$ cat config.mk
export PLATFORM = sky130hd
export DESIGN_NAME = fsq_seq
export DESIGN_NICKNAME = d
export VERILOG_FILES = /design/src/logic/fsq_pkg.sv /design/src/logic/fsq_buf.sv /design/src/logic/fsq_seq.sv
export VERILOG_INCLUDE_DIRS = /design/src /design/src/logic
export SDC_FILE = /design/constraint.sdc
export NUM_CORES = 1
export LEC_CHECK = 0
export BUFFER_PORTS_ARGS = -buffer_cell sky130_fd_sc_hd__buf_2
export CELL_PAD_IN_SITES_DETAIL_PLACEMENT = 0
export CELL_PAD_IN_SITES_GLOBAL_PLACEMENT = 1
export CORE_ASPECT_RATIO = 0.75
export CORE_MARGIN = 5
export CORE_UTILIZATION = 42
export DETAILED_ROUTE_END_ITERATION = 8
export PLACE_DENSITY = 0.72
export SETUP_SLACK_MARGIN = 0.2
export SYNTH_ARGS = -nofsm -noshare
export SYNTH_HDL_FRONTEND = slang
export SYNTH_HIERARCHICAL = 1
export SYNTH_SLANG_ARGS = --single-unit
$ cat constraint.sdc
create_clock -name clk_sys -period 3.09 [get_ports clk_sys]
set_input_delay 0.618 -clock clk_sys [delete_from_list [all_inputs] [get_ports clk_sys]]
set_output_delay 0.618 -clock clk_sys [all_outputs]
set_load 0.005 [all_outputs]
$ cat src/logic/fsq_regs.svh
// timing and command constants for the dual byte flash sequencer
`ifndef FSQ_REGS_SVH
`define FSQ_REGS_SVH
// ---------------------------------------------------------------
// clock and bus timing
// ---------------------------------------------------------------
`define FSQ_CLK_NS       8
`define FSQ_WE_NS        32
`define FSQ_WE_CYC       ((`FSQ_WE_NS + `FSQ_CLK_NS - 1) / `FSQ_CLK_NS)
`define FSQ_RD_NS        32
`define FSQ_RD_CYC       ((`FSQ_RD_NS + `FSQ_CLK_NS - 1) / `FSQ_CLK_NS)
`define FSQ_VFY_NS       6000
`define FSQ_VFY_CYC      ((`FSQ_VFY_NS + `FSQ_CLK_NS - 1) / `FSQ_CLK_NS)
`define FSQ_PROG_NS      10000
`define FSQ_PROG_CYC     ((`FSQ_PROG_NS + `FSQ_CLK_NS - 1) / `FSQ_CLK_NS)
`define FSQ_ERASE_NS     10000000
// ---------------------------------------------------------------
// doubled command words, one byte per device, then byte, word, error code, address, timer and counter constants
// ---------------------------------------------------------------
`define FSQ_CMD_ERASE    16'h2020
`define FSQ_CMD_EVERIFY  16'hA0A0
`define FSQ_CMD_PROG     16'h4040
`define FSQ_CMD_PVERIFY  16'hC0C0
`define FSQ_CMD_RESET    16'hFFFF
`define FSQ_CMD_READ     16'h0000
`define FSQ_BYTE_RESET   8'hFF
`define FSQ_BYTE_ZERO    8'h00
`define FSQ_WORD_ERASED  16'hFFFF
`define FSQ_ERR_NONE     2'h0
`define FSQ_ADDR_ZERO    16'h0000
`define FSQ_TMR_ZERO     21'h000000
`define FSQ_CNT_ZERO     8'h00
`define FSQ_CNT_ONE      8'h01
`endif

$ cat src/logic/fsq_pkg.sv
// types shared by the dual byte flash sequencer files
package fsq_pkg;
  // one word to program, with end-of-stream marker
  typedef struct packed {
    logic [15:0] addr;
    logic [15:0] data;
    logic        last;
  } fsq_word_t;

  // pins toward the flash pair
  typedef struct packed {
    logic [15:0] addr;
    logic [15:0] dq_o;
    logic        dq_oe_n;
    logic        we_n;
    logic        oe_n;
  } fsq_pins_t;

  typedef enum logic [12:0] {
    S_IDLE     = 13'h0001,
    S_VPPON    = 13'h0002,
    S_FETCH    = 13'h0004,
    S_SETUP    = 13'h0008,
    S_OP       = 13'h0010,
    S_PULSE    = 13'h0020,
    S_VERIFY   = 13'h0040,
    S_SETTLE   = 13'h0080,
    S_READ     = 13'h0100,
    S_JUDGE    = 13'h0200,
    S_RESET    = 13'h0400,
    S_READMODE = 13'h0800,
    S_VPPOFF   = 13'h1000
  } fsq_state_t;
endpackage

$ cat src/logic/fsq_buf.sv
// two-entry word buffer between the data source and the sequencer
`timescale 1ns/1ns
module fsq_buf
  import fsq_pkg::*;
(
  input  wire logic      clk_sys,
  input  wire logic      nrst,
  input  wire logic      in_valid,
  output logic           in_ready,
  input  wire fsq_word_t in_word,
  output logic           out_valid,
  input  wire logic      out_ready,
  output fsq_word_t      out_word
);
  fsq_word_t  mem_q [2];
  logic       wr_ptr_q;
  logic       rd_ptr_q;
  logic [1:0] cnt_q;
  logic       push;
  logic       pop;

  // ---------------------------------------------------------------
  // handshakes
  // ---------------------------------------------------------------
  assign in_ready  = (cnt_q != 2'h2);
  assign out_valid = (cnt_q != 2'h0);
  assign out_word  = mem_q[rd_ptr_q];
  assign push      = in_valid && in_ready;
  assign pop       = out_valid && out_ready;

  // storage, written by index
  always_ff @(posedge clk_sys) begin
    if (push) begin
      mem_q[wr_ptr_q] <= in_word;
    end
  end

  // pointers and fill level; a stalled reader lets it fill
  always_ff @(posedge clk_sys or negedge nrst) begin
    if (!nrst) begin
      wr_ptr_q <= 1'b0;
      rd_ptr_q <= 1'b0;
      cnt_q    <= 2'h0;
    end else begin
      if (push) wr_ptr_q <= ~wr_ptr_q;
      if (pop)  rd_ptr_q <= ~rd_ptr_q;
      cnt_q <= cnt_q + {1'b0, push} - {1'b0, pop};
    end
  end

  a_buf_no_over : assert property (@(posedge clk_sys) disable iff (!nrst)
    cnt_q != 2'h3) else $error("buffer level out of range");
endmodule // fsq_buf

$ cat src/logic/fsq_seq.sv
// erase and program sequencer for a word built from two byte-wide flashes
`timescale 1ns/1ns
`include "fsq_regs.svh"
module fsq_seq
  import fsq_pkg::*;
#(
  parameter logic [7:0]  ERASE_MAX = 8'd100,
  parameter logic [7:0]  PROG_MAX  = 8'd25,
  parameter logic [20:0] ERASE_CYC = 21'(`FSQ_ERASE_NS / `FSQ_CLK_NS)
)(
  input  wire logic      clk_sys,
  input  wire logic      nrst,
  input  wire logic      start_erase,
  input  wire logic      start_prog,
  input  wire logic [15:0] last_location,
  input  wire logic      word_valid,
  output logic           word_ready,
  input  wire fsq_word_t word_in,
  output logic           busy,
  output logic           done,
  output logic [1:0]     err_code,
  input  wire logic      vpp_ok,
  output logic           vpp_en_n,
  output fsq_pins_t      pins,
  input  wire logic [15:0] dq_i
);

  fsq_state_t  state_q;
  logic [20:0] tmr_q;
  logic        erase_mode_q;
  logic [15:0] target_location;
  logic [15:0] erase_cmd_word;
  logic [15:0] verify_cmd_word;
  logic [15:0] write_cmd_word;
  logic [15:0] word_to_write;
  logic [15:0] write_readback_word;
  logic [7:0]  lower_half_pulse_count;
  logic [7:0]  upper_half_pulse_count;
  logic        last_word_q;
  logic [1:0]  flag_q;
  logic        rst_sent_q;
  logic        done_q;
  logic        vpp_en_n_q;
  fsq_pins_t   pins_q;
  logic        buf_valid;
  logic        buf_pop;
  fsq_word_t   buf_word;
  logic [15:0] expected_word;
  logic        lo_ok;
  logic        hi_ok;
  logic        word_ok;
  logic [1:0]  flag_d;
  logic [7:0]  max_cnt;
  logic [15:0] wr_data;
  logic        is_wr;

  // ---------------------------------------------------------------
  // helpers
  // ---------------------------------------------------------------
  // one half passes when its byte, other byte forced to zero, matches
  function automatic logic half_match(input logic [7:0] got, input logic [7:0] want);
    logic [15:0] g;
    g = {`FSQ_BYTE_ZERO, got};
    return g == {`FSQ_BYTE_ZERO, want};
  endfunction

  function automatic logic over_limit(input logic [7:0] cnt, input logic [7:0] lim);
    return (cnt + `FSQ_CNT_ONE) >= lim;
  endfunction

  // ---------------------------------------------------------------
  // word buffer in the data path
  // ---------------------------------------------------------------
  assign buf_pop = (state_q == S_FETCH) && buf_valid;

  fsq_buf i_fsq_buf (
    .clk_sys   (clk_sys),
    .nrst      (nrst),
    .in_valid  (word_valid),
    .in_ready  (word_ready),
    .in_word   (word_in),
    .out_valid (buf_valid),
    .out_ready (buf_pop),
    .out_word  (buf_word)
  );

  // ---------------------------------------------------------------
  // verify judgement
  // ---------------------------------------------------------------
  // erase compares against all ones, program against the stored data
  assign expected_word = erase_mode_q ? `FSQ_WORD_ERASED : word_to_write;
  assign word_ok = (write_readback_word == expected_word);
  assign lo_ok   = half_match(write_readback_word[7:0], expected_word[7:0]);
  assign hi_ok   = half_match(write_readback_word[15:8], expected_word[15:8]);
  assign max_cnt = erase_mode_q ? ERASE_MAX : PROG_MAX;
  assign flag_d  = flag_q
                 | {!hi_ok && over_limit(upper_half_pulse_count, max_cnt),
                    !lo_ok && over_limit(lower_half_pulse_count, max_cnt)};

  // bus write data for each write state
  always_comb begin
    is_wr   = 1'b1;
    wr_data = `FSQ_CMD_READ;
    case (state_q)
      S_SETUP:    wr_data = erase_mode_q ? erase_cmd_word : write_cmd_word;
      S_OP:       wr_data = erase_mode_q ? erase_cmd_word : word_to_write;
      S_VERIFY:   wr_data = verify_cmd_word;
      S_RESET:    wr_data = `FSQ_CMD_RESET;
      S_READMODE: wr_data = `FSQ_CMD_READ;
      default:    is_wr   = 1'b0;
    endcase
  end

  // ---------------------------------------------------------------
  // state and timer
  // ---------------------------------------------------------------
  always_ff @(posedge clk_sys or negedge nrst) begin
    if (!nrst) begin
      state_q <= S_IDLE;
      tmr_q   <= `FSQ_TMR_ZERO;
    end else begin
      if (tmr_q != `FSQ_TMR_ZERO) tmr_q <= tmr_q - 21'h1;
      case (state_q)
        S_IDLE: begin
          if (start_erase || start_prog) state_q <= S_VPPON;
        end
        S_VPPON: begin
          // no command goes out before the supply reports settled
          if (vpp_ok) begin
            state_q <= erase_mode_q ? S_SETUP : S_FETCH;
            tmr_q   <= 21'(`FSQ_WE_CYC);
          end
        end
        S_FETCH: begin
          if (buf_valid) begin
            state_q <= S_SETUP;
            tmr_q   <= 21'(`FSQ_WE_CYC);
          end
        end
        S_SETUP: begin
          if (tmr_q == `FSQ_TMR_ZERO) begin
            state_q <= S_OP;
            tmr_q   <= 21'(`FSQ_WE_CYC);
          end
        end
        S_OP: begin
          if (tmr_q == `FSQ_TMR_ZERO) begin
            state_q <= S_PULSE;
            tmr_q   <= erase_mode_q ? ERASE_CYC : 21'(`FSQ_PROG_CYC);
          end
        end
        S_PULSE: begin
          if (tmr_q == `FSQ_TMR_ZERO) begin
            state_q <= S_VERIFY;
            tmr_q   <= 21'(`FSQ_WE_CYC);
          end
        end
        S_VERIFY: begin
          if (tmr_q == `FSQ_TMR_ZERO) begin
            state_q <= S_SETTLE;
            tmr_q   <= 21'(`FSQ_VFY_CYC);
          end
        end
        S_SETTLE: begin
          if (tmr_q == `FSQ_TMR_ZERO) begin
            state_q <= S_READ;
            tmr_q   <= 21'(`FSQ_RD_CYC);
          end
        end
        S_READ: begin
          if (tmr_q == `FSQ_TMR_ZERO) state_q <= S_JUDGE;
        end
        S_JUDGE: begin
          tmr_q <= 21'(`FSQ_WE_CYC);
          if (word_ok) begin
            if (erase_mode_q) begin
              // next address only needs a verify, no new erase
              state_q <= (target_location == last_location) ? S_RESET : S_VERIFY;
            end else begin
              state_q <= last_word_q ? S_RESET : S_FETCH;
            end
          end else if (flag_d != `FSQ_ERR_NONE) begin
            state_q <= S_RESET;
          end else begin
            state_q <= S_SETUP;
          end
        end
        S_RESET: begin
          if (tmr_q == `FSQ_TMR_ZERO) begin
            state_q <= S_READMODE;
            tmr_q   <= 21'(`FSQ_WE_CYC);
          end
        end
        S_READMODE: begin
          if (tmr_q == `FSQ_TMR_ZERO) state_q <= S_VPPOFF;
        end
        S_VPPOFF: state_q <= S_IDLE;
        default:  state_q <= S_IDLE;
      endcase
    end
  end

  // ---------------------------------------------------------------
  // working variables: address, commands, counters, flag
  // ---------------------------------------------------------------
  always_ff @(posedge clk_sys or negedge nrst) begin
    if (!nrst) begin
      erase_mode_q           <= 1'b0;
      target_location        <= `FSQ_ADDR_ZERO;
      erase_cmd_word         <= `FSQ_CMD_ERASE;
      verify_cmd_word        <= `FSQ_CMD_EVERIFY;
      write_cmd_word         <= `FSQ_CMD_PROG;
      word_to_write          <= `FSQ_WORD_ERASED;
      last_word_q            <= 1'b0;
      lower_half_pulse_count <= `FSQ_CNT_ZERO;
      upper_half_pulse_count <= `FSQ_CNT_ZERO;
      flag_q                 <= `FSQ_ERR_NONE;
    end else if (state_q == S_IDLE && (start_erase || start_prog)) begin
      erase_mode_q           <= start_erase;
      target_location        <= `FSQ_ADDR_ZERO;
      erase_cmd_word         <= `FSQ_CMD_ERASE;
      verify_cmd_word        <= start_erase ? `FSQ_CMD_EVERIFY : `FSQ_CMD_PVERIFY;
      lower_half_pulse_count <= `FSQ_CNT_ZERO;
      upper_half_pulse_count <= `FSQ_CNT_ZERO;
      flag_q                 <= `FSQ_ERR_NONE;
    end else if (buf_pop) begin
      // fresh word: default commands and counters
      target_location        <= buf_word.addr;
      word_to_write          <= buf_word.data;
      last_word_q            <= buf_word.last;
      write_cmd_word         <= `FSQ_CMD_PROG;
      verify_cmd_word        <= `FSQ_CMD_PVERIFY;
      lower_half_pulse_count <= `FSQ_CNT_ZERO;
      upper_half_pulse_count <= `FSQ_CNT_ZERO;
    end else if (state_q == S_JUDGE) begin
      if (word_ok) begin
        // both halves good: no mask change, defaults back for next address
        if (erase_mode_q) begin
          erase_cmd_word         <= `FSQ_CMD_ERASE;
          verify_cmd_word        <= `FSQ_CMD_EVERIFY;
          target_location        <= target_location + 16'h1;
          lower_half_pulse_count <= `FSQ_CNT_ZERO;
          upper_half_pulse_count <= `FSQ_CNT_ZERO;
        end
      end else begin
        // a verified half gets the reset code in each command word (S_OP program data stays unmasked), so one strobe serves both
        if (lo_ok) begin
          erase_cmd_word[7:0]  <= `FSQ_BYTE_RESET;
          write_cmd_word[7:0]  <= `FSQ_BYTE_RESET;
          verify_cmd_word[7:0] <= `FSQ_BYTE_RESET;
        end else begin
          lower_half_pulse_count <= lower_half_pulse_count + `FSQ_CNT_ONE;
        end
        if (hi_ok) begin
          erase_cmd_word[15:8]  <= `FSQ_BYTE_RESET;
          write_cmd_word[15:8]  <= `FSQ_BYTE_RESET;
          verify_cmd_word[15:8] <= `FSQ_BYTE_RESET;
        end else begin
          upper_half_pulse_count <= upper_half_pulse_count + `FSQ_CNT_ONE;
        end
        flag_q <= flag_d;
      end
    end
  end

  // ---------------------------------------------------------------
  // pin drivers, all from flip-flops
  // ---------------------------------------------------------------
  always_ff @(posedge clk_sys or negedge nrst) begin
    if (!nrst) begin
      pins_q              <= '{addr: `FSQ_ADDR_ZERO, dq_o: `FSQ_CMD_READ,
                               dq_oe_n: 1'b1, we_n: 1'b1, oe_n: 1'b1};
      write_readback_word <= `FSQ_CMD_READ;
    end else begin
      pins_q.addr    <= target_location;
      pins_q.dq_o    <= wr_data;
      pins_q.dq_oe_n <= !is_wr;
      // strobe released one cycle before data lets go, for hold
      pins_q.we_n    <= !(is_wr && tmr_q != `FSQ_TMR_ZERO);
      pins_q.oe_n    <= !(state_q == S_READ);
      if (state_q == S_READ && tmr_q == `FSQ_TMR_ZERO) write_readback_word <= dq_i;
    end
  end

  // supply enable, done pulse and reset-before-off tracking
  always_ff @(posedge clk_sys or negedge nrst) begin
    if (!nrst) begin
      vpp_en_n_q <= 1'b1;
      done_q     <= 1'b0;
      rst_sent_q <= 1'b0;
    end else begin
      done_q <= (state_q == S_VPPOFF);
      if (state_q == S_IDLE && (start_erase || start_prog)) begin
        vpp_en_n_q <= 1'b0;
        rst_sent_q <= 1'b0;
      end
      if (state_q == S_READMODE && tmr_q == `FSQ_TMR_ZERO) rst_sent_q <= 1'b1;
      if (state_q == S_VPPOFF) vpp_en_n_q <= 1'b1;
    end
  end

  assign pins     = pins_q;
  assign vpp_en_n = vpp_en_n_q;
  assign done     = done_q;
  assign err_code = flag_q;
  assign busy     = (state_q != S_IDLE);

  // ---------------------------------------------------------------
  // checks
  // ---------------------------------------------------------------
  a_setup_needs_vpp : assert property (@(posedge clk_sys) disable iff (!nrst)
    $rose(state_q == S_SETUP) |-> $past(vpp_ok) && !vpp_en_n_q)
    else $error("command issued before supply settled");
  a_supply_on_pulse : assert property (@(posedge clk_sys) disable iff (!nrst)
    (state_q == S_PULSE) |-> !vpp_en_n_q) else $error("pulse without supply");
  a_off_after_reset : assert property (@(posedge clk_sys) disable iff (!nrst)
    $rose(vpp_en_n_q) |-> rst_sent_q) else $error("supply off before read mode");
  a_restore_defaults : assert property (@(posedge clk_sys) disable iff (!nrst)
    (state_q == S_JUDGE && erase_mode_q && word_ok) |=>
      erase_cmd_word == `FSQ_CMD_ERASE && verify_cmd_word == `FSQ_CMD_EVERIFY)
    else $error("commands not restored");
  a_low_masked : assert property (@(posedge clk_sys) disable iff (!nrst)
    (state_q == S_JUDGE && !word_ok && lo_ok) |=>
      verify_cmd_word[7:0] == `FSQ_BYTE_RESET) else $error("low half not masked");
  a_low_count_step : assert property (@(posedge clk_sys) disable iff (!nrst)
    (state_q == S_JUDGE && !word_ok && !lo_ok) |=>
      lower_half_pulse_count == $past(lower_half_pulse_count) + `FSQ_CNT_ONE)
    else $error("low counter did not step");
  a_error_stops : assert property (@(posedge clk_sys) disable iff (!nrst)
    (state_q == S_JUDGE && !word_ok && flag_d != `FSQ_ERR_NONE) |=>
      state_q == S_RESET && err_code == $past(flag_d)
      ##[1:40] done && err_code != `FSQ_ERR_NONE)
    else $error("limit did not end the run");
  a_zero_flag_retry : assert property (@(posedge clk_sys) disable iff (!nrst)
    (state_q == S_JUDGE && !word_ok && flag_d == `FSQ_ERR_NONE) |=> state_q == S_SETUP)
    else $error("no further pulse");
  a_read_window : assert property (@(posedge clk_sys) disable iff (!nrst)
    $rose(state_q == S_READ) |-> $past(state_q == S_SETTLE) ##1 !pins.oe_n)
    else $error("read without verify settle");

  c_erase_done : cover property (@(posedge clk_sys) disable iff (!nrst)
    done && erase_mode_q && err_code == `FSQ_ERR_NONE);
  c_prog_done : cover property (@(posedge clk_sys) disable iff (!nrst)
    done && !erase_mode_q && err_code == `FSQ_ERR_NONE);
  c_half_masked : cover property (@(posedge clk_sys) disable iff (!nrst)
    state_q == S_JUDGE && !word_ok && lo_ok);
  c_both_over : cover property (@(posedge clk_sys) disable iff (!nrst)
    done && err_code == 2'h3);
endmodule // fsq_seq

==> results of run 1 <==
-- synth_stat cells (8+ instances only) --
master / count
sky130_fd_sc_hd__o21ai_0: 55
sky130_fd_sc_hd__or3_1: 9
sky130_fd_sc_hd__nor2_1: 60
sky130_fd_sc_hd__nor4_1: 26
sky130_fd_sc_hd__mux2_2: 16
sky130_fd_sc_hd__o22ai_1: 9
sky130_fd_sc_hd__nand3_1: 22
sky130_fd_sc_hd__a21o_1: 10
sky130_fd_sc_hd__a211oi_1: 15
sky130_fd_sc_hd__dfstp_2: 23
sky130_fd_sc_hd__inv_1: 20
sky130_fd_sc_hd__a22o_1: 16
sky130_fd_sc_hd__clkbuf_1: 24
sky130_fd_sc_hd__xnor2_1: 27
sky130_fd_sc_hd__buf_6: 8
sky130_fd_sc_hd__nor3_1: 24
sky130_fd_sc_hd__and3_1: 11
sky130_fd_sc_hd__buf_2: 10
sky130_fd_sc_hd__dfrtp_1: 130
sky130_fd_sc_hd__a21oi_1: 54
sky130_fd_sc_hd__nand2_1: 120
sky130_fd_sc_hd__mux2_4: 29
sky130_fd_sc_hd__xor2_1: 39
sky130_fd_sc_hd__edfxtp_1: 66
sky130_fd_sc_hd__ha_1: 19
-- layout make-up --
| cell class | count | area share |
|---|---|---|
| clock buffers | 29 | 0.05122 |
| clock inverters | 15 | 0.01211 |
| inverters | 21 | 0.006205 |
| multi-input cells | 668 | 0.3606 |
| flip-flops and latches | 219 | 0.4599 |
| well taps | 338 | 0.03329 |
| repair buffers | 157 | 0.07673 |
-- metrics by stage --
stage | util | setup slack, ns | hold WS [ns]
2_1_floorplan | - | 0.2470 | 0.3224
3_3_place_gp | 0.4683 | 0.2092 | 0.4680
3_5_place_dp | 0.4683 | 0.1645 | 0.4725
4_1_cts | 0.5023 | 0.1372 | 0.1476
5_1_grt | 0.5089 | 0.1913 | 0.1783
6_report | 0.5089 | 0.3080 | 0.1249
-- power by group through the flow --
stage	clock, mW	sequential [mW]	combinational (mW)
finish	2.90	4.18	3.28
global route	3.11	4.26	3.62
CTS	2.97	4.18	3.16
detailed placement	0	4.23	3.13
global placement	0	4.21	3.11
floorplan	0	4.03	2.23
-- sequential cells by signal, indices dropped and copies added (netlist names), 2 cells and up --
register,cells
erase_cmd_word,2
err_code,2
i_fsq_buf/cnt_q,2
i_fsq_buf/mem_q,66
lower_half_pulse_count,8
pins,35
state_q,13
target_location,16
tmr_q,21
upper_half_pulse_count,8
verify_cmd_word,6
word_to_write,16
write_cmd_word,2
write_readback_word,16
-- what timing repair did --
action / in CTS / in global routing
pin swaps: 2 / 4
setup buffers: 5 / 3
gates cloned: 0 / 2
gates resized for setup: 2 / 22
setup endpoints to repair: 11 / 53
-- critical path, cell delays in order (launching register included) --
cell and delay (ns):
sky130_fd_sc_hd__dfrtp_1 0.48, sky130_fd_sc_hd__nor4_4 0.37, sky130_fd_sc_hd__buf_4 0.18, sky130_fd_sc_hd__nand4_2 0.14, sky130_fd_sc_hd__or2_1 0.34, sky130_fd_sc_hd__a2111o_2 0.49, sky130_fd_sc_hd__nor4_1 0.42, sky130_fd_sc_hd__xnor2_1 0.17
sky130_fd_sc_hd__o21ai_1 0.07
-- routing by layer --
layer / wire (um) / track usage
met5: 0 / 0
met4: 430 / 0.03291
met3: 1817 / 0.03851
met2: 11960 / 0.2816
met1: 13650 / 0.2907
-- kinds of logic (layout without fill, tap and decap cells) --
logic type                 after synthesis  count (layout)  synth area share
muxes                                   47              47           0.05981
DFF                                    219             219            0.5495
adders and majority gates               19              19           0.02237
buffers and inverters                   67             222           0.03085
AOI/OAI and AO/OA                      210             211            0.1286
xor gates and xnor gates                66              66           0.05440
and+or+nand+nor                        325             325            0.1545
-- path summary, 6_finish.rpt --
kind / cells after the start / endpoint
max: 8 / target_location[15]
min: 1 / pins[33]
max reg2reg: 8 / target_location[15]
min reg2reg: 0 / pins[34]
max in group asynchronous: 2 / word_to_write[11]
min in group clk_sys: 1 / i_fsq_buf/mem_q[1][19]
==> impl_summary.txt, run 1 <==
----------------------------------------------------
[Outcome]
  Run status ... finished, final reports clean

[Setup path]
  R2r startpoint ... state_q[5]
  Type of destination of the critical path ... register
  Arrival time at the worst endpoint ... roughly 3.2 ns
  Startpoint class of the critical path ... register
  Minimum setup slack among reg-to-reg paths ... 0.31 ns
  Required time of the critical path ... ~3.5 ns
  Class of the most critical setup path ... reg -> reg
  Critical path fanouts, max ... 8
  Critical path origin ... state_q[5]

[Final layout]
  Number of non-filler instances in the completed layout ... 1447
  Area of the multi-input gates ... ~4600 um2
  Fill cell total of the finished layout ... about 2300
  Register area ... ~5800 um2
  Layout Cell Area excl Fill ... 12700 um2
  Number of nets in the layout ... between 1000 and 1500
  Most used cells in the layout excluding fill and tap cells ... sky130_fd_sc_hd__dfrtp_1, sky130_fd_sc_hd__nand2_1, sky130_fd_sc_hd__buf_2
  Most common cell after layout, fill and taps aside ... sky130_fd_sc_hd__dfrtp_1
  Fraction of layout instances using a drive strength above 1 ... 0.2786
  Layout overhead on the synthesized area ... 19.55%
  Antenna Cells ... 0

[STA]
  Slew at the pin closest to its max-slew limit ... a little under 1 ns
  Max Clock Skew ... around 0.014 ns
  Post-layout min period ... about 2.8 ns
  F_max ... about 360 MHz
  Fin. max-slew vios ... 0
  Worst slew margin ... 0.3375
  Unrepaired setup endpoints after global routing ... yes
  Part of the cycle the worst path needs ... 0.9003
  Final number of setup-violating endpoints ... 0
  Setup TNS Final ... 0 ns
  Final-report hold violation count ... 0

[Power]
  Leakage component of the power ... around 5.8 nW
  Post-route total power ... 10.36 mW
  Share of total power in sequential cells ... 0.403
  Switching power of the nets ... around 3.6 mW
  Comb power frac ... 0.317
  Switching share of total power ... 0.3429
  Peak supply drop ... between 0.4 and 0.5 mV
  Power per unit of standard cell area ... between 800 and 900 nW/um2
  Internal power of the cells ... ~6.8 mW
  Portion of total power attributed to the clock network ... 0.280

[Drt]
  Number of vias after detailed routing ... 7841
  DR pass1 iterations ... 6
  Total routed wirelength ... between 20000 and 30000 um
  1st-iter DRT viols ... 671
  Post-detailed-route via-to-cell ratio ... around 5.4
  DRC violations left ... 0
  Avg WL per Cell ... slightly below 20 um
  Count of nets left with antenna violations after detail routing ... 0

[Logic synthesis]
  Count of flip-flops with a built-in enable after synthesis ... between 60 and 70
  Async S/R FF share, synth ... 0.6986
  Sequential-to-total area share from yosys stat ... 0.5495
  Average cell area after synthesis ... ~11 um2
  Gate count of the mapped netlist ... about 950
  Number of warnings reported in the yosys synthesis log ... 6
  Flip-flop and latch count after synthesis ... around 220
  Yosys cell types ... 80
  Combined area of all synthesized cells ... about 11000 um2
  Most used flip-flop cell after synthesis ... sky130_fd_sc_hd__dfrtp_1
  Cell types occupying the most area after synthesis ... sky130_fd_sc_hd__dfrtp_1, sky130_fd_sc_hd__edfxtp_1, sky130_fd_sc_hd__dfstp_2, sky130_fd_sc_hd__nand2_1, sky130_fd_sc_hd__mux2_4
  Area share of the largest cell type after synthesis ... 0.3061
  Synthesized net count ... approximately 1000
  Library cell with the largest summed area after synthesis ... sky130_fd_sc_hd__dfrtp_1

[Floorplanning]
  Die extent in x ... a little under 200 um
  Starting density of the core ... 0.4257
  Standard-cell rows ... 50
  Chip Height ... 147.8 um
  Core outline area ... 24960 um2
  Boundary Pins ... ~110
  Die outline area ... around 29000 um2

[Clock tree]
  Latest clock arrival within the worst-skew pair ... between 0.5 and 0.6 ns
  H-Tree Depth ... 1
  TritonCTS sink count ... ~220
  Root Buffer ... sky130_fd_sc_hd__clkbuf_16
  CTS tree ... built
  Hold buffer count at cts ... 0
  Maximum clock insertion buffer count ... 3
  Num CTS Buffers ... 24
  Clock transition at path regs ... 0.06 ns

[Run]
  Number of max-capacitance violations reported ... 0

[Worst hold path]
  Path category of the worst min-delay check ... in -> async

[Place]
  Routability-driven placement congestion ratio ... approximately 0.84
  Cell Count Post-Placement ... 1393
  Number of port buffers ... approximately 110
  Detailed placement HPWL ... approximately 20000 um
  Post-place instance area ... ~12000 um2

[Global routing]
  Via count of the first global-routing pass ... 7671
  Wire length of the first global-routing pass ... 43880 um
  Initial antenna violation count ... 0
  Total congestion overflow after global routing ... 0
  Largest net degree at the start of global routing ... 74
  All-Layer GR Usage ... 0.1893

----------------------------------------------------
(Power assumes the default switching activity.)
==> run 2, diff against run 1 <==
--- a/config.mk
+++ b/config.mk
@@ -13,7 +13,7 @@
 export CORE_MARGIN = 5
 export CORE_UTILIZATION = 42
 export DETAILED_ROUTE_END_ITERATION = 8
-export PLACE_DENSITY = 0.72
+export PLACE_DENSITY = 0.69
 export SETUP_SLACK_MARGIN = 0.2
 export SYNTH_ARGS = -nofsm -noshare
 export SYNTH_HDL_FRONTEND = slang
==> constraint.sdc (replaced) <==
create_clock -name clk_sys -period 2.75 [get_ports clk_sys]
set_input_delay 0.55 -clock clk_sys [delete_from_list [all_inputs] [get_ports clk_sys]]
set_output_delay 0.55 -clock clk_sys [all_outputs]
set_load 0.005 [all_outputs]
==> run 2 against run 1 <==
Compared with the run above: the run now ends with hold timing left; flip-flop and latch count is the same; first-iteration DRC count shrank 22%; non-clock buffer count grew 49; cell count grew 3.3%; combinational power grew 34%; count of clock-buffer cells in the layout grew 3; critical path type is now reg -> out; critical endpoint is now busy; largest power group unchanged.
==> impl_summary.txt, run 2 (synthesized netlist as in run 1, its figures left out) <==
----------------------------------------------------
[Global routing]
  Largest net degree at the start of global routing ... 55 (was 74)
  Wire length of the first global-routing pass ... 44170 um (was 43880 um)
  Via count of the first global-routing pass ... 7700 (was 7671)
  All-Layer GR Usage ... 0.1914 (was 0.1893)
  Initial antenna violation count ... 0 (unchanged)
  Total congestion overflow after global routing ... 0 (unchanged)

[STA]
  F_max ... 384.3 MHz
  Fin. max-slew vios ... 0 (unchanged)
  Part of the cycle the worst path needs ... 0.9462
  Final number of setup-violating endpoints ... 0 (unchanged)
  Slew at the pin closest to its max-slew limit ... 0.6399 ns (was 0.9847 ns)
  Max Clock Skew ... 0.01958 ns (was 0.01364 ns)
  Worst slew margin ... 0.5695 (was 0.3375)
  Final-report hold violation count ... 1 (was 0)
  Post-layout min period ... between 2 and 3 ns
  Unrepaired setup endpoints after global routing ... yes (unchanged)
  Setup TNS Final ... 0 ns (unchanged)
  Hold_ws ... -0.001004 ns (was 0.1249 ns)

[Place]
  Detailed placement HPWL ... 20020 um (was 19590 um)
  Number of port buffers ... 111 (unchanged)
  Routability-driven placement congestion ratio ... 0.8312 (was 0.8396)

[Clock tree]
  H-Tree Depth ... 1 (unchanged)
  Num CTS Buffers ... 24 (unchanged)
  TritonCTS sink count ... 219 (unchanged)
  Clock transition at path regs ... 0.06 ns (about the same)
  Root Buffer ... sky130_fd_sc_hd__clkbuf_16 (unchanged)
  CTS tree ... built (unchanged)
  Maximum clock insertion buffer count ... 3 (unchanged)
  Latest clock arrival within the worst-skew pair ... 0.52 ns (about the same)
  Hold buffer count at cts ... 0 (unchanged)

[Setup path]
  Arrival time at the worst endpoint ... 2.05 ns (was 3.17 ns)
  Type of destination of the critical path ... primary output (was register)
  Crit path max-delay cell type ... sky130_fd_sc_hd__dfrtp_1 (was sky130_fd_sc_hd__a2111o_2)
  Length in cells of the worst reg-to-reg path ... 9 (was 8)
  Family with the most delay on the worst path ... simple AND/OR/NAND/NOR gates (unchanged)
  Largest stage delay, worst path ... 0.42 ns (was 0.49 ns)
  Worst path bufs/invs ... 4 (was 1)
  Required time of the critical path ... 2.20 ns (was 3.48 ns)
  Critical path fanouts, max ... 3 (was 8)
  Crit-path cells ... nor4_4 > buf_4 > nand2_4 > nor4_4 > buf_4 > inv_2 > buf_6 (was nor4_4 > buf_4 > nand4_2 > or2_1 > a2111o_2 > nor4_1 > xnor2_1 > o21ai_1)
  Worst path depth ... 7 (was 8)
  Class of the most critical setup path ... reg -> out (was reg -> reg)
  Startpoint class of the critical path ... register (unchanged)

[Floorplanning]
  Die outline area ... 28620 um2 (unchanged)
  Chip Height ... 147.8 um (unchanged)
  Starting density of the core ... 0.4257 (unchanged)
  Die extent in x ... 193.7 um (unchanged)
  Standard-cell rows ... 50 (unchanged)
  Boundary Pins ... 112 (unchanged)
  Core outline area ... 24960 um2 (unchanged)

[Final layout]
  Layout overhead on the synthesized area ... 25.16% (was 19.55%)
  Reg with most FFs ... i_fsq_buf/mem_q (unchanged)
  Flip-flop count of the largest register after layout ... 66 (unchanged)
  Fraction of layout instances using a drive strength above 1 ... 0.3310 (was 0.2786)
  Most common cell after layout, fill and taps aside ... sky130_fd_sc_hd__dfrtp_1 (unchanged)
  Post-layout util ... 0.5328 (was 0.5089)
  Fill cell total of the finished layout ... 2214 (was 2264)
  Most used cells in the layout excluding fill and tap cells ... sky130_fd_sc_hd__dfrtp_1, sky130_fd_sc_hd__nand2_1, sky130_fd_sc_hd__buf_2 (unchanged)
  Antenna Cells ... 0 (unchanged)
  Number of nets in the layout ... 1229 (was 1181)

[Drt]
  1st-iter DRT viols ... 521 (was 671)
  Total routed wirelength ... 28270 um (was 27860 um)
  DR pass1 iterations ... 7 (was 6)
  DRC violations left ... 0 (unchanged)
  Count of nets left with antenna violations after detail routing ... 0 (unchanged)
  Number of vias after detailed routing ... 8090 (was 7841)
  Post-detailed-route via-to-cell ratio ... 5.411 (was 5.419)
  Avg WL per Cell ... 18.91 um (was 19.25 um)

[Outcome]
  Run status ... finished with violations (was finished, final reports clean)
  Violations in the final reports ... hold timing

[Power]
  Share of total power in sequential cells ... 0.389 (was 0.403)
  Peak supply drop ... 0.4317 mV (was 0.4430 mV)
  Internal power of the cells ... 7.966 mW (was 6.809 mW)
  Leakage component of the power ... 6.039 nW (was 5.751 nW)
  Portion of total power attributed to the clock network ... 0.251 (was 0.280)
  Switching share of total power ... 0.3461 (was 0.3429)
  Power per unit of standard cell area ... 916.0 nW/um2 (was 815.7 nW/um2)
  Comb power frac ... 0.360 (was 0.317)
  Switching power of the nets ... 4.216 mW (was 3.553 mW)
  Post-route total power ... 12.18 mW (was 10.36 mW)

[Worst hold path]
  Path category of the worst min-delay check ... in -> async (unchanged)

[Run]
  Number of max-capacitance violations reported ... 0 (unchanged)

----------------------------------------------------
==> run 2: cell count changes in the layout (fill, tap and decap cells not counted), sizes merged <==
cell | previous run | this run
a2111o | 3 | 2
buf | 156 | 205
bufinv | 3 | 1
clkbuf | 30 | 33
clkinv | 10 | 8
clkinvlp | 2 | 3
==> run 2: worst paths after layout <==
path | from | end | slack [ns]
max | state_q[4] | busy | 0.15
min | nrst | i_fsq_buf/wr_ptr_q | -0.001
max reg2reg | erase_mode_q | target_location[8] | 0.15
min reg2reg | target_location[13] | pins[32] | 0.46
max in group asynchronous | nrst | tmr_q[14] | 2.00
min in group clk_sys | word_in[23] | i_fsq_buf/mem_q[0][23] | 0.23
==> run 2: stage by stage <==
stage	std cells	instance area (um2)	setup slack, ns
after CTS	1484	12950	0.1004
after global placement	1426	11990	0.07101
final	1495	13300	0.1478
after global routing	1495	13300	0.03224
after floorplan	953	10680	0.1832
after detailed placement	1426	11990	0.04049
==> run 2: power groups by stage <==
stage          logic [mW]  clock network, mW  registers [mW]
2_1_floorplan        2.56                  0            4.54
3_3_place_gp         3.66                  0            4.78
3_5_place_dp         3.67                  0            4.80
4_1_cts              4.02               3.15            4.72
5_1_grt              4.81               3.28            4.81
6_report             4.39               3.06            4.74
==> run 2: final cells by class <==
type | count | area [um2] | share of cell area
clock buffers | 32 | 651.9 | 0.04901
well taps | 338 | 422.9 | 0.03180
repair buffers | 206 | 1436 | 0.1080
multi-input cells | 667 | 4766 | 0.3583
clock inverters | 12 | 96.34 | 0.007244
flip-flops and latches | 219 | 5844 | 0.4394
inverters | 21 | 82.58 | 0.006209
==> run 2: per-layer routing <==
| layer | GRT usage | wire length, um | up-vias | part of all wire |
|---|---|---|---|---|
| li1 | - | - | 3844 | - |
| met1 | 0.3031 | 14140 | 4000 | 0.50 |
| met2 | 0.2821 | 12170 | 215 | 0.43 |
| met3 | 0.03076 | 1586 | 31 | 0.056 |
| met4 | 0.02902 | 379 | 0 | 0.013 |
| met5 | 0 | 0 | - | 0 |
==> run 2: repair_timing <==
action / in CTS / in global routing
resized for setup: 28 / 56
setup buffers: 14 / 9
gates cloned: 0 / 2
pin swaps: 7 / 17
setup endpoints to repair: 41 / 80
==> run 3, diff against run 2 <==
--- a/config.mk
+++ b/config.mk
@@ -9,7 +9,6 @@
 export BUFFER_PORTS_ARGS = -buffer_cell sky130_fd_sc_hd__buf_2
 export CELL_PAD_IN_SITES_DETAIL_PLACEMENT = 0
 export CELL_PAD_IN_SITES_GLOBAL_PLACEMENT = 1
-export CORE_ASPECT_RATIO = 0.75
 export CORE_MARGIN = 5
 export CORE_UTILIZATION = 42
 export DETAILED_ROUTE_END_ITERATION = 8
==> run 3 against run 2 <==
Compared with the run above: the run now ends clean; setup slack got worse by 0.076 ns; cell count decreased by 0.40%; clock power increased by 12%; cell area increased by 1.1%; non-clock buffer count decreased by 2; global-route usage decreased by 0.64 points; maximum frequency decreased by 2.8%.
==> impl_summary.txt, run 3 (synthesized netlist as in run 1, its figures left out) <==
----------------------------------------------------
[Worst hold path]
  Path category of the worst min-delay check ... in -> reg (was in -> async)
  Instance count along the most critical hold path ... 1

[Drt]
  Count of nets left with antenna violations after detail routing ... 0 (unchanged)
  1st-iter DRT viols ... 522 (was 521)
  Number of vias after detailed routing ... 7933 (was 8090)
  Total routed wirelength ... 26840 um (was 28270 um)
  DR pass1 iterations ... 8 (was 7)
  DRC violations left ... 0 (unchanged)
  Post-detailed-route via-to-cell ratio ... 5.328 (was 5.411)
  Avg WL per Cell ... 18.03 um (was 18.91 um)

[Global routing]
  Total congestion overflow after global routing ... 0 (unchanged)
  All-Layer GR Usage ... 0.1850 (was 0.1914)
  Via count of the first global-routing pass ... 7983 (was 7700)
  Largest net degree at the start of global routing ... 54 (was 55)
  Initial antenna violation count ... 0 (unchanged)
  Wire length of the first global-routing pass ... 43170 um (was 44170 um)

[STA]
  Fin. max-slew vios ... 0 (unchanged)
  Max Clock Skew ... 0.02311 ns (was 0.01958 ns)
  Worst slew margin ... 0.6334 (was 0.5695)
  Hold_ws ... 0.1895 ns (was -0.001004 ns)
  Unrepaired setup endpoints after global routing ... yes (unchanged)
  F_max ... 373.5 MHz (was 384.3 MHz)
  Setup TNS Final ... 0 ns (unchanged)
  Final-report hold violation count ... 0 (was 1)
  Final number of setup-violating endpoints ... 0 (unchanged)
  Slew at the pin closest to its max-slew limit ... 0.5500 ns (was 0.6399 ns)
  Part of the cycle the worst path needs ... 0.9737 (was 0.9462)
  Post-layout min period ... 2.678 ns (was 2.602 ns)

[Power]
  Leakage component of the power ... 6.116 nW (was 6.039 nW)
  Power per unit of standard cell area ... 907.7 nW/um2 (was 916.0 nW/um2)
  Post-route total power ... 12.21 mW (was 12.18 mW)
  Peak supply drop ... 0.6458 mV (was 0.4317 mV)

[Setup path]
  Required time of the critical path ... 3.18 ns (was 2.20 ns)
  Type of destination of the critical path ... register (was primary output)
  Startpoint class of the critical path ... register (unchanged)
  Largest stage delay, worst path ... 0.51 ns (was 0.42 ns)
  Class of the most critical setup path ... reg -> reg (was reg -> out)
  Arrival time at the worst endpoint ... 3.11 ns (was 2.05 ns)
  Family with the most delay on the worst path ... compound AO/OA/AOI/OAI gates (was simple AND/OR/NAND/NOR gates)
  Crit-path cells ... buf_6 > or3_1 > a211oi_2 > o22ai_2 > a2111o_1 > buf_12 > buf_4 > o21ai_4 > a21oi_4 > mux2_2 (was nor4_4 > buf_4 > nand2_4 > nor4_4 > buf_4 > inv_2 > buf_6)
  Worst path bufs/invs ... 3 (was 4)
  Critical path fanouts, max ... 13 (was 3)
  Crit path max-delay cell type ... sky130_fd_sc_hd__dfrtp_4 (was sky130_fd_sc_hd__dfrtp_1)
  Worst path depth ... 10 (was 7)
  Length in cells of the worst reg-to-reg path ... 10 (was 9)

[Final layout]
  Reg with most FFs ... i_fsq_buf/mem_q (unchanged)
  Number of nets in the layout ... 1229 (unchanged)
  Flip-flop count of the largest register after layout ... 66 (unchanged)
  Most common cell after layout, fill and taps aside ... sky130_fd_sc_hd__dfrtp_1 (unchanged)
  Number of non-filler instances in the completed layout ... 1489 (was 1495)
  Antenna Cells ... 0 (unchanged)
  Post-layout util ... 0.5371 (was 0.5328)
  Area of the multi-input gates ... 4843 um2 (was 4766 um2)
  Fill cell total of the finished layout ... 2225 (was 2214)
  Register area ... 5848 um2 (was 5844 um2)
  Most used cells in the layout excluding fill and tap cells ... sky130_fd_sc_hd__dfrtp_1, sky130_fd_sc_hd__nand2_1, sky130_fd_sc_hd__buf_2 (unchanged)
  Fraction of layout instances using a drive strength above 1 ... 0.3365 (was 0.3310)
  Layout overhead on the synthesized area ... 26.55% (was 25.16%)

[Floorplanning]
  Starting density of the core ... 0.4244 (was 0.4257)
  Die extent in x ... 169.1 um (was 193.7 um)
  Core outline area ... 25040 um2 (was 24960 um2)
  Die outline area ... 28580 um2 (was 28620 um2)
  Chip Height ... 169.1 um (was 147.8 um)
  Standard-cell rows ... 58 (was 50)
  Boundary Pins ... 112 (unchanged)

[Clock tree]
  Clock transition at path regs ... 0.07 ns (was 0.06 ns)
  Maximum clock insertion buffer count ... 3 (unchanged)
  Num CTS Buffers ... 26 (was 24)
  Latest clock arrival within the worst-skew pair ... 0.55 ns (was 0.52 ns)
  H-Tree Depth ... 1 (unchanged)
  CTS tree ... built (unchanged)
  TritonCTS sink count ... 219 (unchanged)
  Root Buffer ... sky130_fd_sc_hd__clkbuf_16 (unchanged)

[Run]
  Number of max-capacitance violations reported ... 0 (unchanged)

[Place]
  Routability-driven placement congestion ratio ... 0.8165 (was 0.8312)
  Cell Count Post-Placement ... 1418 (was 1426)
  Number of port buffers ... 111 (unchanged)
  Detailed placement HPWL ... 19050 um (was 20020 um)

[Outcome]
  Run status ... finished, final reports clean (was finished with violations)

----------------------------------------------------
==> run 3: cell type report <==
cell class	instances	area share
multi-input combinational	667	0.3602
sequential	219	0.4349
timing repair buffer	204	0.1028
tap	330	0.03070
clock inverter	14	0.01191
inverter	21	0.005955
clock buffer	34	0.05359
==> run 3: metal layers <==
metal	vias up	track usage	share of wire
met3	58	0.03083	0.044
met4	0	0.05355	0.028
li1	3848	-	-
met1	3850	0.2667	0.47
met2	177	0.2897	0.46
met5	-	0	0
==> run 3: per-stage QoR <==
stage                     area [um2]  setup slack (ns)
final                          13450           0.07226
after global routing           13450          0.005012
after CTS                      13060           0.08399
after detailed placement       11950           0.08557
after global placement         11950            0.1406
after floorplan                10680            0.1832
==> run 3: power breakdown <==
| group | internal [mW] | leakage [nW] | total [mW] | switching [mW] |
|---|---|---|---|---|
| Clock | 2.05 | 0.430 | 3.44 | 1.39 |
| Sequential | 4.13 | 2.59 | 4.70 | 0.572 |
| Combinational | 1.84 | 3.10 | 4.07 | 2.23 |
==> run 3: worst register-to-register path: cells and delay by family, from the launching register on <==
family / cells / cell delay [ns]
AO/OA/AOI/OAI: 5 / 0.95
flip-flops: 1 / 0.51
buffers and inverters: 3 / 0.46
AND/OR/NAND/NOR: 1 / 0.36
multiplexers: 1 / 0.27
==> run 3: what timing repair did <==
item	in CTS	in global routing
resized for setup	32	57
endpoints found under the setup margin	55	87
pin swaps	6	18
setup buffers	10	12
hold endpoints to repair	33	0
hold buffers	1	0
==> run 3: path summary, 6_finish.rpt <==
path                                     start                        end  slack [ns]
min reg2reg                target_location[13]                   pins[32]        0.45
min in group asynchronous                 nrst                       done        0.54
max reg2reg                       erase_mode_q  lower_half_pulse_count[0]        0.07
max in group asynchronous                 nrst          word_to_write[10]        1.50
max                               erase_mode_q  lower_half_pulse_count[0]        0.07
min                                word_in[28]     i_fsq_buf/mem_q[0][28]        0.19
